File: src/verilog/fpet_pkg.sv
// package for the flash program/erase timing sequencer
// assumes the clock is the divided timing-generator clock
package fpet_pkg;
	localparam int FPET_WORD_CYCLES = 30;
	localparam int FPET_BLK_FIRST_CYCLES = 25;
	localparam int FPET_BLK_NEXT_CYCLES = 18;
	localparam int FPET_BLK_END_CYCLES = 6;
	localparam int FPET_MASS_CYCLES = 10593;
	localparam int FPET_SEG_CYCLES = 4819;
	localparam int FPET_BLK_WORDS = 64;
	localparam int FPET_CNT_W = 14;
	// clock limits kept by the configuring party, in kHz
	localparam int FPET_FREQ_MIN_KHZ = 257;
	localparam int FPET_FREQ_MAX_KHZ = 476;
	// operation codes on the command port
	localparam logic [2:0] FPET_OP_WORD = 3'h1;
	localparam logic [2:0] FPET_OP_BLOCK = 3'h2;
	localparam logic [2:0] FPET_OP_SEG = 3'h3;
	localparam logic [2:0] FPET_OP_MASS = 3'h4;
	typedef enum logic [2:0] {
		FPET_IDLE, FPET_WORD, FPET_BFIRST, FPET_BWAIT, FPET_BNEXT, FPET_BEND, FPET_ERASE
	} fpet_state_type;
endpackage

File: src/verilog/fpet_seq.sv
// flash program/erase timing sequencer top
// assumes commands come from the flash controller on the timing-generator clock
`timescale 1ns/1ps
module fpet_seq #(
	parameter int CNT_W = fpet_pkg::FPET_CNT_W,
	parameter int MASS_CYCLES = fpet_pkg::FPET_MASS_CYCLES,
	parameter int SEG_CYCLES = fpet_pkg::FPET_SEG_CYCLES
) (
	input wire logic CLK_IN,
	input wire logic RESETN_IN,
	input wire logic START_IN,
	input wire logic [2:0] OP_IN,
	input wire logic NEXT_IN,
	input wire logic LAST_IN,
	output logic BUSY_OUT,
	output logic PGM_OUT,
	output logic ERASE_OUT,
	output logic WORD_REQ_OUT,
	output logic DONE_OUT,
	output logic [5:0] POS_OUT
);
	fpet_pkg::fpet_state_type state_r, state_nxt;
	logic [5:0] pos_r;
	logic last_r;
	logic load;
	logic [CNT_W-1:0] len;
	logic step_done;
	localparam logic [5:0] LAST_POS = 6'(fpet_pkg::FPET_BLK_WORDS - 1);
	// accept a new command only while idle
	wire go = (state_r == fpet_pkg::FPET_IDLE) && START_IN;
	wire op_word = OP_IN == fpet_pkg::FPET_OP_WORD;
	wire op_blk = OP_IN == fpet_pkg::FPET_OP_BLOCK;
	wire op_seg = OP_IN == fpet_pkg::FPET_OP_SEG;
	wire op_mass = OP_IN == fpet_pkg::FPET_OP_MASS;
	wire go_ok = go && (op_word || op_blk || op_seg || op_mass);
	// next word taken while waiting, or forced end at position 63
	wire blk_more = (state_r == fpet_pkg::FPET_BWAIT) && NEXT_IN && !last_r;
	wire blk_stop = (state_r == fpet_pkg::FPET_BWAIT) && last_r;
	fpet_timer #(.CNT_W(CNT_W)) u_timer (
		.clk_in(CLK_IN),
		.resetn_in(RESETN_IN),
		.load_in(load),
		.len_in(len),
		.done_out(step_done)
	);
	always_comb begin
		state_nxt = state_r;
		load = 1'b0;
		len = '0;
		case (state_r)
			fpet_pkg::FPET_IDLE: begin
				if (go_ok) begin
					load = 1'b1;
					if (op_word) begin
						state_nxt = fpet_pkg::FPET_WORD;
						len = CNT_W'(fpet_pkg::FPET_WORD_CYCLES);
					end else if (op_blk) begin
						state_nxt = fpet_pkg::FPET_BFIRST;
						len = CNT_W'(fpet_pkg::FPET_BLK_FIRST_CYCLES);
					end else if (op_seg) begin
						state_nxt = fpet_pkg::FPET_ERASE;
						len = CNT_W'(SEG_CYCLES);
					end else begin
						state_nxt = fpet_pkg::FPET_ERASE;
						len = CNT_W'(MASS_CYCLES);
					end
				end
			end
			fpet_pkg::FPET_WORD, fpet_pkg::FPET_ERASE: begin
				if (step_done) state_nxt = fpet_pkg::FPET_IDLE;
			end
			fpet_pkg::FPET_BFIRST, fpet_pkg::FPET_BNEXT: begin
				if (step_done) state_nxt = fpet_pkg::FPET_BWAIT;
			end
			fpet_pkg::FPET_BWAIT: begin
				if (blk_stop || (LAST_IN && !NEXT_IN)) begin
					load = 1'b1;
					state_nxt = fpet_pkg::FPET_BEND;
					len = CNT_W'(fpet_pkg::FPET_BLK_END_CYCLES);
				end else if (blk_more) begin
					load = 1'b1;
					state_nxt = fpet_pkg::FPET_BNEXT;
					len = CNT_W'(fpet_pkg::FPET_BLK_NEXT_CYCLES);
				end
			end
			fpet_pkg::FPET_BEND: begin
				if (step_done) state_nxt = fpet_pkg::FPET_IDLE;
			end
			default: state_nxt = fpet_pkg::FPET_IDLE;
		endcase
	end
	wire busy_nxt = state_nxt != fpet_pkg::FPET_IDLE;
	wire pgm_nxt = (state_nxt == fpet_pkg::FPET_WORD) || (state_nxt == fpet_pkg::FPET_BFIRST) ||
		(state_nxt == fpet_pkg::FPET_BNEXT);
	wire done_nxt = (state_r != fpet_pkg::FPET_IDLE) && !busy_nxt;
	always_ff @(posedge CLK_IN or negedge RESETN_IN) begin
		if (!RESETN_IN) begin
			state_r <= fpet_pkg::FPET_IDLE;
			pos_r <= 6'h00;
			last_r <= 1'b0;
			BUSY_OUT <= 1'b0;
			PGM_OUT <= 1'b0;
			ERASE_OUT <= 1'b0;
			WORD_REQ_OUT <= 1'b0;
			DONE_OUT <= 1'b0;
			POS_OUT <= 6'h00;
		end else begin
			state_r <= state_nxt;
			BUSY_OUT <= busy_nxt;
			PGM_OUT <= pgm_nxt;
			ERASE_OUT <= state_nxt == fpet_pkg::FPET_ERASE;
			WORD_REQ_OUT <= state_nxt == fpet_pkg::FPET_BWAIT;
			DONE_OUT <= done_nxt;
			if (go_ok) pos_r <= 6'h00;
			else if (blk_more) pos_r <= pos_r + 6'h01;
			last_r <= (go_ok ? 6'h00 : (blk_more ? pos_r + 6'h01 : pos_r)) == LAST_POS;
			POS_OUT <= go_ok ? 6'h00 : (blk_more ? pos_r + 6'h01 : pos_r);
		end
	end
	// checks
	int unsigned run_cnt;
	always_ff @(posedge CLK_IN or negedge RESETN_IN) begin
		if (!RESETN_IN) run_cnt <= 0;
		else if (load) run_cnt <= 1;
		else run_cnt <= run_cnt + 1;
	end
	property p_word_len;
		@(posedge CLK_IN) disable iff (!RESETN_IN)
		(go_ok && op_word) |=> PGM_OUT [*8] ##0 (BUSY_OUT && !DONE_OUT);
	endproperty
	a_word_len: assert property (p_word_len) else $error("word program too short");
	property p_word_end;
		@(posedge CLK_IN) disable iff (!RESETN_IN)
		(state_r == fpet_pkg::FPET_WORD && step_done) |-> run_cnt == 30;
	endproperty
	a_word_end: assert property (p_word_end) else $error("word program not 30 periods");
	property p_first_end;
		@(posedge CLK_IN) disable iff (!RESETN_IN)
		(state_r == fpet_pkg::FPET_BFIRST && step_done) |-> run_cnt == 25;
	endproperty
	a_first_end: assert property (p_first_end) else $error("first block word not 25");
	property p_next_end;
		@(posedge CLK_IN) disable iff (!RESETN_IN)
		(state_r == fpet_pkg::FPET_BNEXT && step_done) |-> run_cnt == 18;
	endproperty
	a_next_end: assert property (p_next_end) else $error("next block word not 18");
	property p_end_wait;
		@(posedge CLK_IN) disable iff (!RESETN_IN)
		(state_r == fpet_pkg::FPET_BEND && step_done) |-> run_cnt == 6 ##1 DONE_OUT;
	endproperty
	a_end_wait: assert property (p_end_wait) else $error("end wait not 6 periods");
	property p_erase_end;
		@(posedge CLK_IN) disable iff (!RESETN_IN)
		(state_r == fpet_pkg::FPET_ERASE && step_done) |-> (run_cnt == SEG_CYCLES ||
			run_cnt == MASS_CYCLES);
	endproperty
	a_erase_end: assert property (p_erase_end) else $error("erase length wrong");
	property p_busy_hold;
		@(posedge CLK_IN) disable iff (!RESETN_IN)
		$fell(BUSY_OUT) |-> DONE_OUT;
	endproperty
	a_busy_hold: assert property (p_busy_hold) else $error("busy dropped early");
	property p_busy_clear;
		@(posedge CLK_IN) disable iff (!RESETN_IN)
		DONE_OUT |-> !BUSY_OUT;
	endproperty
	a_busy_clear: assert property (p_busy_clear) else $error("busy high after done");
	property p_busy_rise;
		@(posedge CLK_IN) disable iff (!RESETN_IN)
		go_ok |=> BUSY_OUT;
	endproperty
	a_busy_rise: assert property (p_busy_rise) else $error("busy not raised on start");
	property p_done_pulse;
		@(posedge CLK_IN) disable iff (!RESETN_IN)
		DONE_OUT |=> !DONE_OUT;
	endproperty
	a_done_pulse: assert property (p_done_pulse) else $error("done longer than one cycle");
	property p_pgm_busy;
		@(posedge CLK_IN) disable iff (!RESETN_IN)
		PGM_OUT |-> BUSY_OUT;
	endproperty
	a_pgm_busy: assert property (p_pgm_busy) else $error("program step without busy");
	property p_erase_busy;
		@(posedge CLK_IN) disable iff (!RESETN_IN)
		ERASE_OUT |-> BUSY_OUT;
	endproperty
	a_erase_busy: assert property (p_erase_busy) else $error("erase step without busy");
	property p_req_excl;
		@(posedge CLK_IN) disable iff (!RESETN_IN)
		WORD_REQ_OUT |-> BUSY_OUT && !PGM_OUT && !ERASE_OUT;
	endproperty
	a_req_excl: assert property (p_req_excl) else $error("word request during a step");
	property p_pos_start;
		@(posedge CLK_IN) disable iff (!RESETN_IN)
		go_ok |=> POS_OUT == 6'h00;
	endproperty
	a_pos_start: assert property (p_pos_start) else $error("position not cleared");
	property p_pos_next;
		@(posedge CLK_IN) disable iff (!RESETN_IN)
		blk_more |=> POS_OUT == $past(POS_OUT) + 6'h01;
	endproperty
	a_pos_next: assert property (p_pos_next) else $error("position not advanced");
	property p_forced_end;
		@(posedge CLK_IN) disable iff (!RESETN_IN)
		blk_stop |=> state_r == fpet_pkg::FPET_BEND && !PGM_OUT;
	endproperty
	a_forced_end: assert property (p_forced_end) else $error("no end wait after last word");
	property p_last_pos;
		@(posedge CLK_IN) disable iff (!RESETN_IN)
		blk_stop |-> POS_OUT == LAST_POS;
	endproperty
	a_last_pos: assert property (p_last_pos) else $error("forced end before last word");
	c_word: cover property (@(posedge CLK_IN) state_r == fpet_pkg::FPET_WORD && step_done);
	c_block: cover property (@(posedge CLK_IN) state_r == fpet_pkg::FPET_BEND && step_done);
	c_erase: cover property (@(posedge CLK_IN) state_r == fpet_pkg::FPET_ERASE && step_done);
	c_forced: cover property (@(posedge CLK_IN) blk_stop);
	c_refused: cover property (@(posedge CLK_IN) START_IN && BUSY_OUT);
endmodule

File: src/verilog/fpet_timer.sv
// down counter timing one step of the sequencer
// assumes load and length come from the sequencer, same clock
`timescale 1ns/1ps
module fpet_timer #(
	parameter int CNT_W = 14
) (
	input wire logic clk_in,
	input wire logic resetn_in,
	input wire logic load_in,
	input wire logic [CNT_W-1:0] len_in,
	output logic done_out
);
	logic [CNT_W-1:0] cnt_r;
	logic run_r;
	wire last = run_r && (cnt_r == {{(CNT_W-1){1'b0}}, 1'b1});
	// flags the final period, so the step spans exactly len_in periods
	assign done_out = last;
	always_ff @(posedge clk_in or negedge resetn_in) begin
		if (!resetn_in) begin
			cnt_r <= '0;
			run_r <= 1'b0;
		end else begin
			if (load_in) begin
				cnt_r <= len_in;
				run_r <= 1'b1;
			end else if (run_r) begin
				cnt_r <= cnt_r - 1'b1;
				if (last) run_r <= 1'b0;
			end
		end
	end
endmodule
File: config.mk
export PLATFORM = sky130hd
export DESIGN_NAME = fpet_seq
export DESIGN_NICKNAME = d
export VERILOG_FILES = /design/src/verilog/fpet_pkg.sv /design/src/verilog/fpet_seq.sv /design/src/verilog/fpet_timer.sv
export SDC_FILE = /design/constraint.sdc
export NUM_CORES = 1
export LEC_CHECK = 0
export BUFFER_PORTS_ARGS = -buffer_cell sky130_fd_sc_hd__clkbuf_2
export CAP_MARGIN = 25
export CORE_ASPECT_RATIO = 1.75
export CORE_MARGIN = 5
export CORE_UTILIZATION = 62
export DETAILED_ROUTE_END_ITERATION = 8
export GPL_TIMING_DRIVEN = 0
export PLACE_DENSITY = 0.83
export SLEW_MARGIN = 40
export SYNTH_ARGS = -nofsm -noshare
export SYNTH_HDL_FRONTEND = slang
export SYNTH_SLANG_ARGS = --single-unit
export TNS_END_PERCENT = 30
File: constraint.sdc
create_clock -name CLK_IN -period 3 [get_ports CLK_IN]
set_clock_uncertainty 0.1 [all_clocks]
set_input_delay 0.15 -clock CLK_IN [delete_from_list [all_inputs] [get_ports CLK_IN]]
set_output_delay 0.15 -clock CLK_IN [all_outputs]
set_load 0.05 [all_outputs]
==> flow_metrics.env <==
export IMPL_maxCapViolCount=0
export IMPL_synth_ff_type="dfrtp_1"
export IMPL_dieArea_mm2=0.004194
export IMPL_place_ws_ps=810.7
export IMPL_drt_pre_antenna_iters=4
export IMPL_clkTransAtPathRegs_ps=60
export IMPL_fp_dieW_um=51.15
export IMPL_ctsResizeCount=0
export IMPL_yosys_area_top_type="dfrtp_1"
export IMPL_post_cts_setup_buffers=0
export IMPL_min_path_type="in -> reg"
export IMPL_coreArea_mm2=0.002895
export IMPL_syn_num_nets=217
export IMPL_critPathMaxStageDelay_ps=610
export IMPL_synth_edf_count=0
export IMPL_cpMaxStageDelayCell="or4b_4"
export IMPL_slew_limit_headroom_pct=54.48
export IMPL_diodes=0
export IMPL_end_kind="flop"
export IMPL_fin_setup_tns_ps=0
export IMPL_met3_usage_pct=5.082
export IMPL_arrival_ps=2270
export IMPL_yosysSeqAreaShare_pct=40.87
export IMPL_use_met2_pct=47.42
export IMPL_grt_busiest_layer="met2"
export IMPL_cp_cell_sequence="clkbuf_2 > or4b_4 > a21oi_2 > buf_4 > nor2_1 > a21oi_1 > a21oi_1"
export IMPL_ys_ff_latch=30
export IMPL_irDropWorstVdd_uv=631.3
export IMPL_critPathRequiredTime_ps=3070
export IMPL_path_buf_inv=2
export IMPL_cp_top_family="simple AND/OR/NAND/NOR gates"
export IMPL_use_met1_pct=21.94
export IMPL_period_needed_ps=2203
export IMPL_grt_pass1_wl_um=7445
export IMPL_multi_input_area_mm2=0.001003
export IMPL_row_count=26
export IMPL_tightest_slew_ps=682.8
export IMPL_post_drt_wl_per_cell_um=16.66
export IMPL_fin_crit_sh_pct=73.43
export IMPL_drive_gt1_share_pct=19.31
export IMPL_route_vias_total=1643
export IMPL_clk_path_buf_depth=2
export IMPL_yosys_area_top_type_share_pct=40.87
export IMPL_powerDensity_mw_per_mm2=832.8
export IMPL_rsz0062_at_grt="false"
export IMPL_areaGrowthSynthToFinish_pct=12.33
export IMPL_drt_iter0_markers=74
export IMPL_syn_inst=206
export IMPL_routed_wl_um=4347
export IMPL_cellLeakagePower_nw=0.9890
export IMPL_synth_cell_types=50
export IMPL_cts_root_buf="clkbuf_8"
export IMPL_netlist_area_mm2=0.001837
export IMPL_syn_area_per_cell_um2=8.916
export IMPL_layout_setup_ws_ps=797.0
export IMPL_tritoncts="done"
export IMPL_clock_sinks=30
export IMPL_place_congestion=0.9062
export IMPL_start_util_pct=63.44
export IMPL_antenna_found_initial=0
export IMPL_async_flop_share_pct=100.0
export IMPL_overflow=0
export IMPL_grt_max_degree=31
export IMPL_seq_area_um2=750.7
export IMPL_io_buffers=18
export IMPL_worst_setup_path_type="reg -> reg"
export IMPL_cts_hold_buf=1
export IMPL_cts_buffers=5
export IMPL_io_pins=19
export IMPL_slew_violations=0
export IMPL_fin_hold_ws_ps=161.4
export IMPL_fillers=230
export IMPL_crit_path_frequent_cell="a21oi_1"
export IMPL_h_tree_depth=2
export IMPL_die_h_um=82
export IMPL_yosysWarnings=0
export IMPL_hold_viol=0
export IMPL_cp_max_fo=10
export IMPL_startpoint_type="flop"
export IMPL_fin_nets=243
export IMPL_synthTopCellsByArea="dfrtp_1 (41%), a21oi_1 (5.7%), nor2_1 (4.5%), nand2_1 (4.1%), xor2_1 (3.8%)"
export IMPL_drcViolationCount=0
export IMPL_track_usage_pct=23.92
export IMPL_ant_nets=0
export IMPL_finalSetupViolations=0
export IMPL_status="completed"
export IMPL_dp_hpwl_um=3103
export IMPL_grt_pass1_vias=1706
export IMPL_clock_latency_ps=280
export IMPL_vias_per_cell=6.295
export IMPL_timing_fmax_mhz=453.9
cells in the mapped netlist, types with 2 or more instances:
library cell	number
mux2i_1	2
nand4_1	4
a21oi_1	21
xor2_1	8
nor2_1	22
buf_4	3
nor2b_1	4
o21a_1	2
ha_1	3
and2_1	3
buf_2	2
xnor2_1	3
clkbuf_1	2
nand2b_1	4
nand4b_1	2
a21o_1	2
nand3_1	9
dfrtp_1	30
and3_1	5
nor3_1	7
or3_1	2
o21ai_0	11
inv_1	9
nand2_1	20
final timing paths:
kind                                 start          endpoint  slack [ps]  cells past startpoint
worst max-delay path            state_r[1]  u_timer.cnt_r[2]         800                      7
worst min-delay path              OP_IN[1]  u_timer.cnt_r[0]         160                      3
worst max register to register  state_r[1]  u_timer.cnt_r[2]         800                      7
worst min register to register    pos_r[5]          pos_r[5]         470                      2
max in group asynchronous        RESETN_IN        state_r[2]        2020                      2
min in group asynchronous        RESETN_IN     u_timer.run_r         340                      2
per-stage QoR:
| stage | power, mW | utilization [%] | std cells | area (um^2) |
|---|---|---|---|---|
| after floorplan | 1.202 | - | 206 | 1837 |
| after global placement | 1.351 | 67.76 | 252 | 1962 |
| after detailed placement | 1.380 | 67.76 | 252 | 1962 |
| after CTS | 1.720 | 71.26 | 261 | 2063 |
| after global routing | 1.841 | 71.26 | 261 | 2063 |
| final | 1.718 | 71.26 | 261 | 2063 |
metal layers:
metal	share of wire (%)	wire length, um
met1	36	1551
met2	57	2493
met3	4.8	209
met4	2.1	93
met5	0	0
cells in the final DEF, fill, tap and decap left out, types with 2 or more instances in the layout:
cell type  instances
clkbuf_8           6
a21o_1             2
ha_1               3
nor2_1            22
dfrtp_1           30
mux2i_1            2
nand2_1           20
clkbuf_2          18
nand4b_1           2
a21oi_1           21
nor2b_1            4
xnor2_1            3
and3_1             5
inv_1              9
nand3_1            9
nand4_1            4
and2_1             3
buf_2              3
xor2_1             8
or3_1              2
nand2b_1           4
nor3_1             7
clkbuf_1           3
buf_4              3
o21a_1             2
o21ai_0           11
logic make-up after synthesis:
family	Yosys count	synth area share [%]
buf+inv	18	4.495
compound gates	46	16.01
xor+xnor	11	5.246
simple gates	96	30.25
fa+ha+maj	3	2.044
flops	30	40.87
mux	2	1.090
cell type report:
class	count	share of cell area (%)
multi-input combinational	158	48.64
sequential	30	36.39
timing repair buffer	19	4.851
clock buffer	7	4.184
buffer	8	2.183
inverter	10	1.819
tap	28	1.698
clock inverter	1	0.2426
registers in the layout, summed over array words and instances (netlist names):
signal / count
ERASE_OUT: 1
WORD_REQ_OUT: 1
DONE_OUT: 1
pos_r: 6
last_r: 1
u_timer.run_r: 1
BUSY_OUT: 1
state_r: 3
PGM_OUT: 1
u_timer.cnt_r: 14
report_power, final:
group	switching (mW)	internal, mW
logic	0.403	0.272
registers	0.178	0.534
clock network	0.146	0.185
worst min-delay path: cells and delay by family:
kind                   cells  cell delay [ps]
and+or+nand+nor            2              180
buffers and inverters      1              170
(Power assumes the default switching activity.)
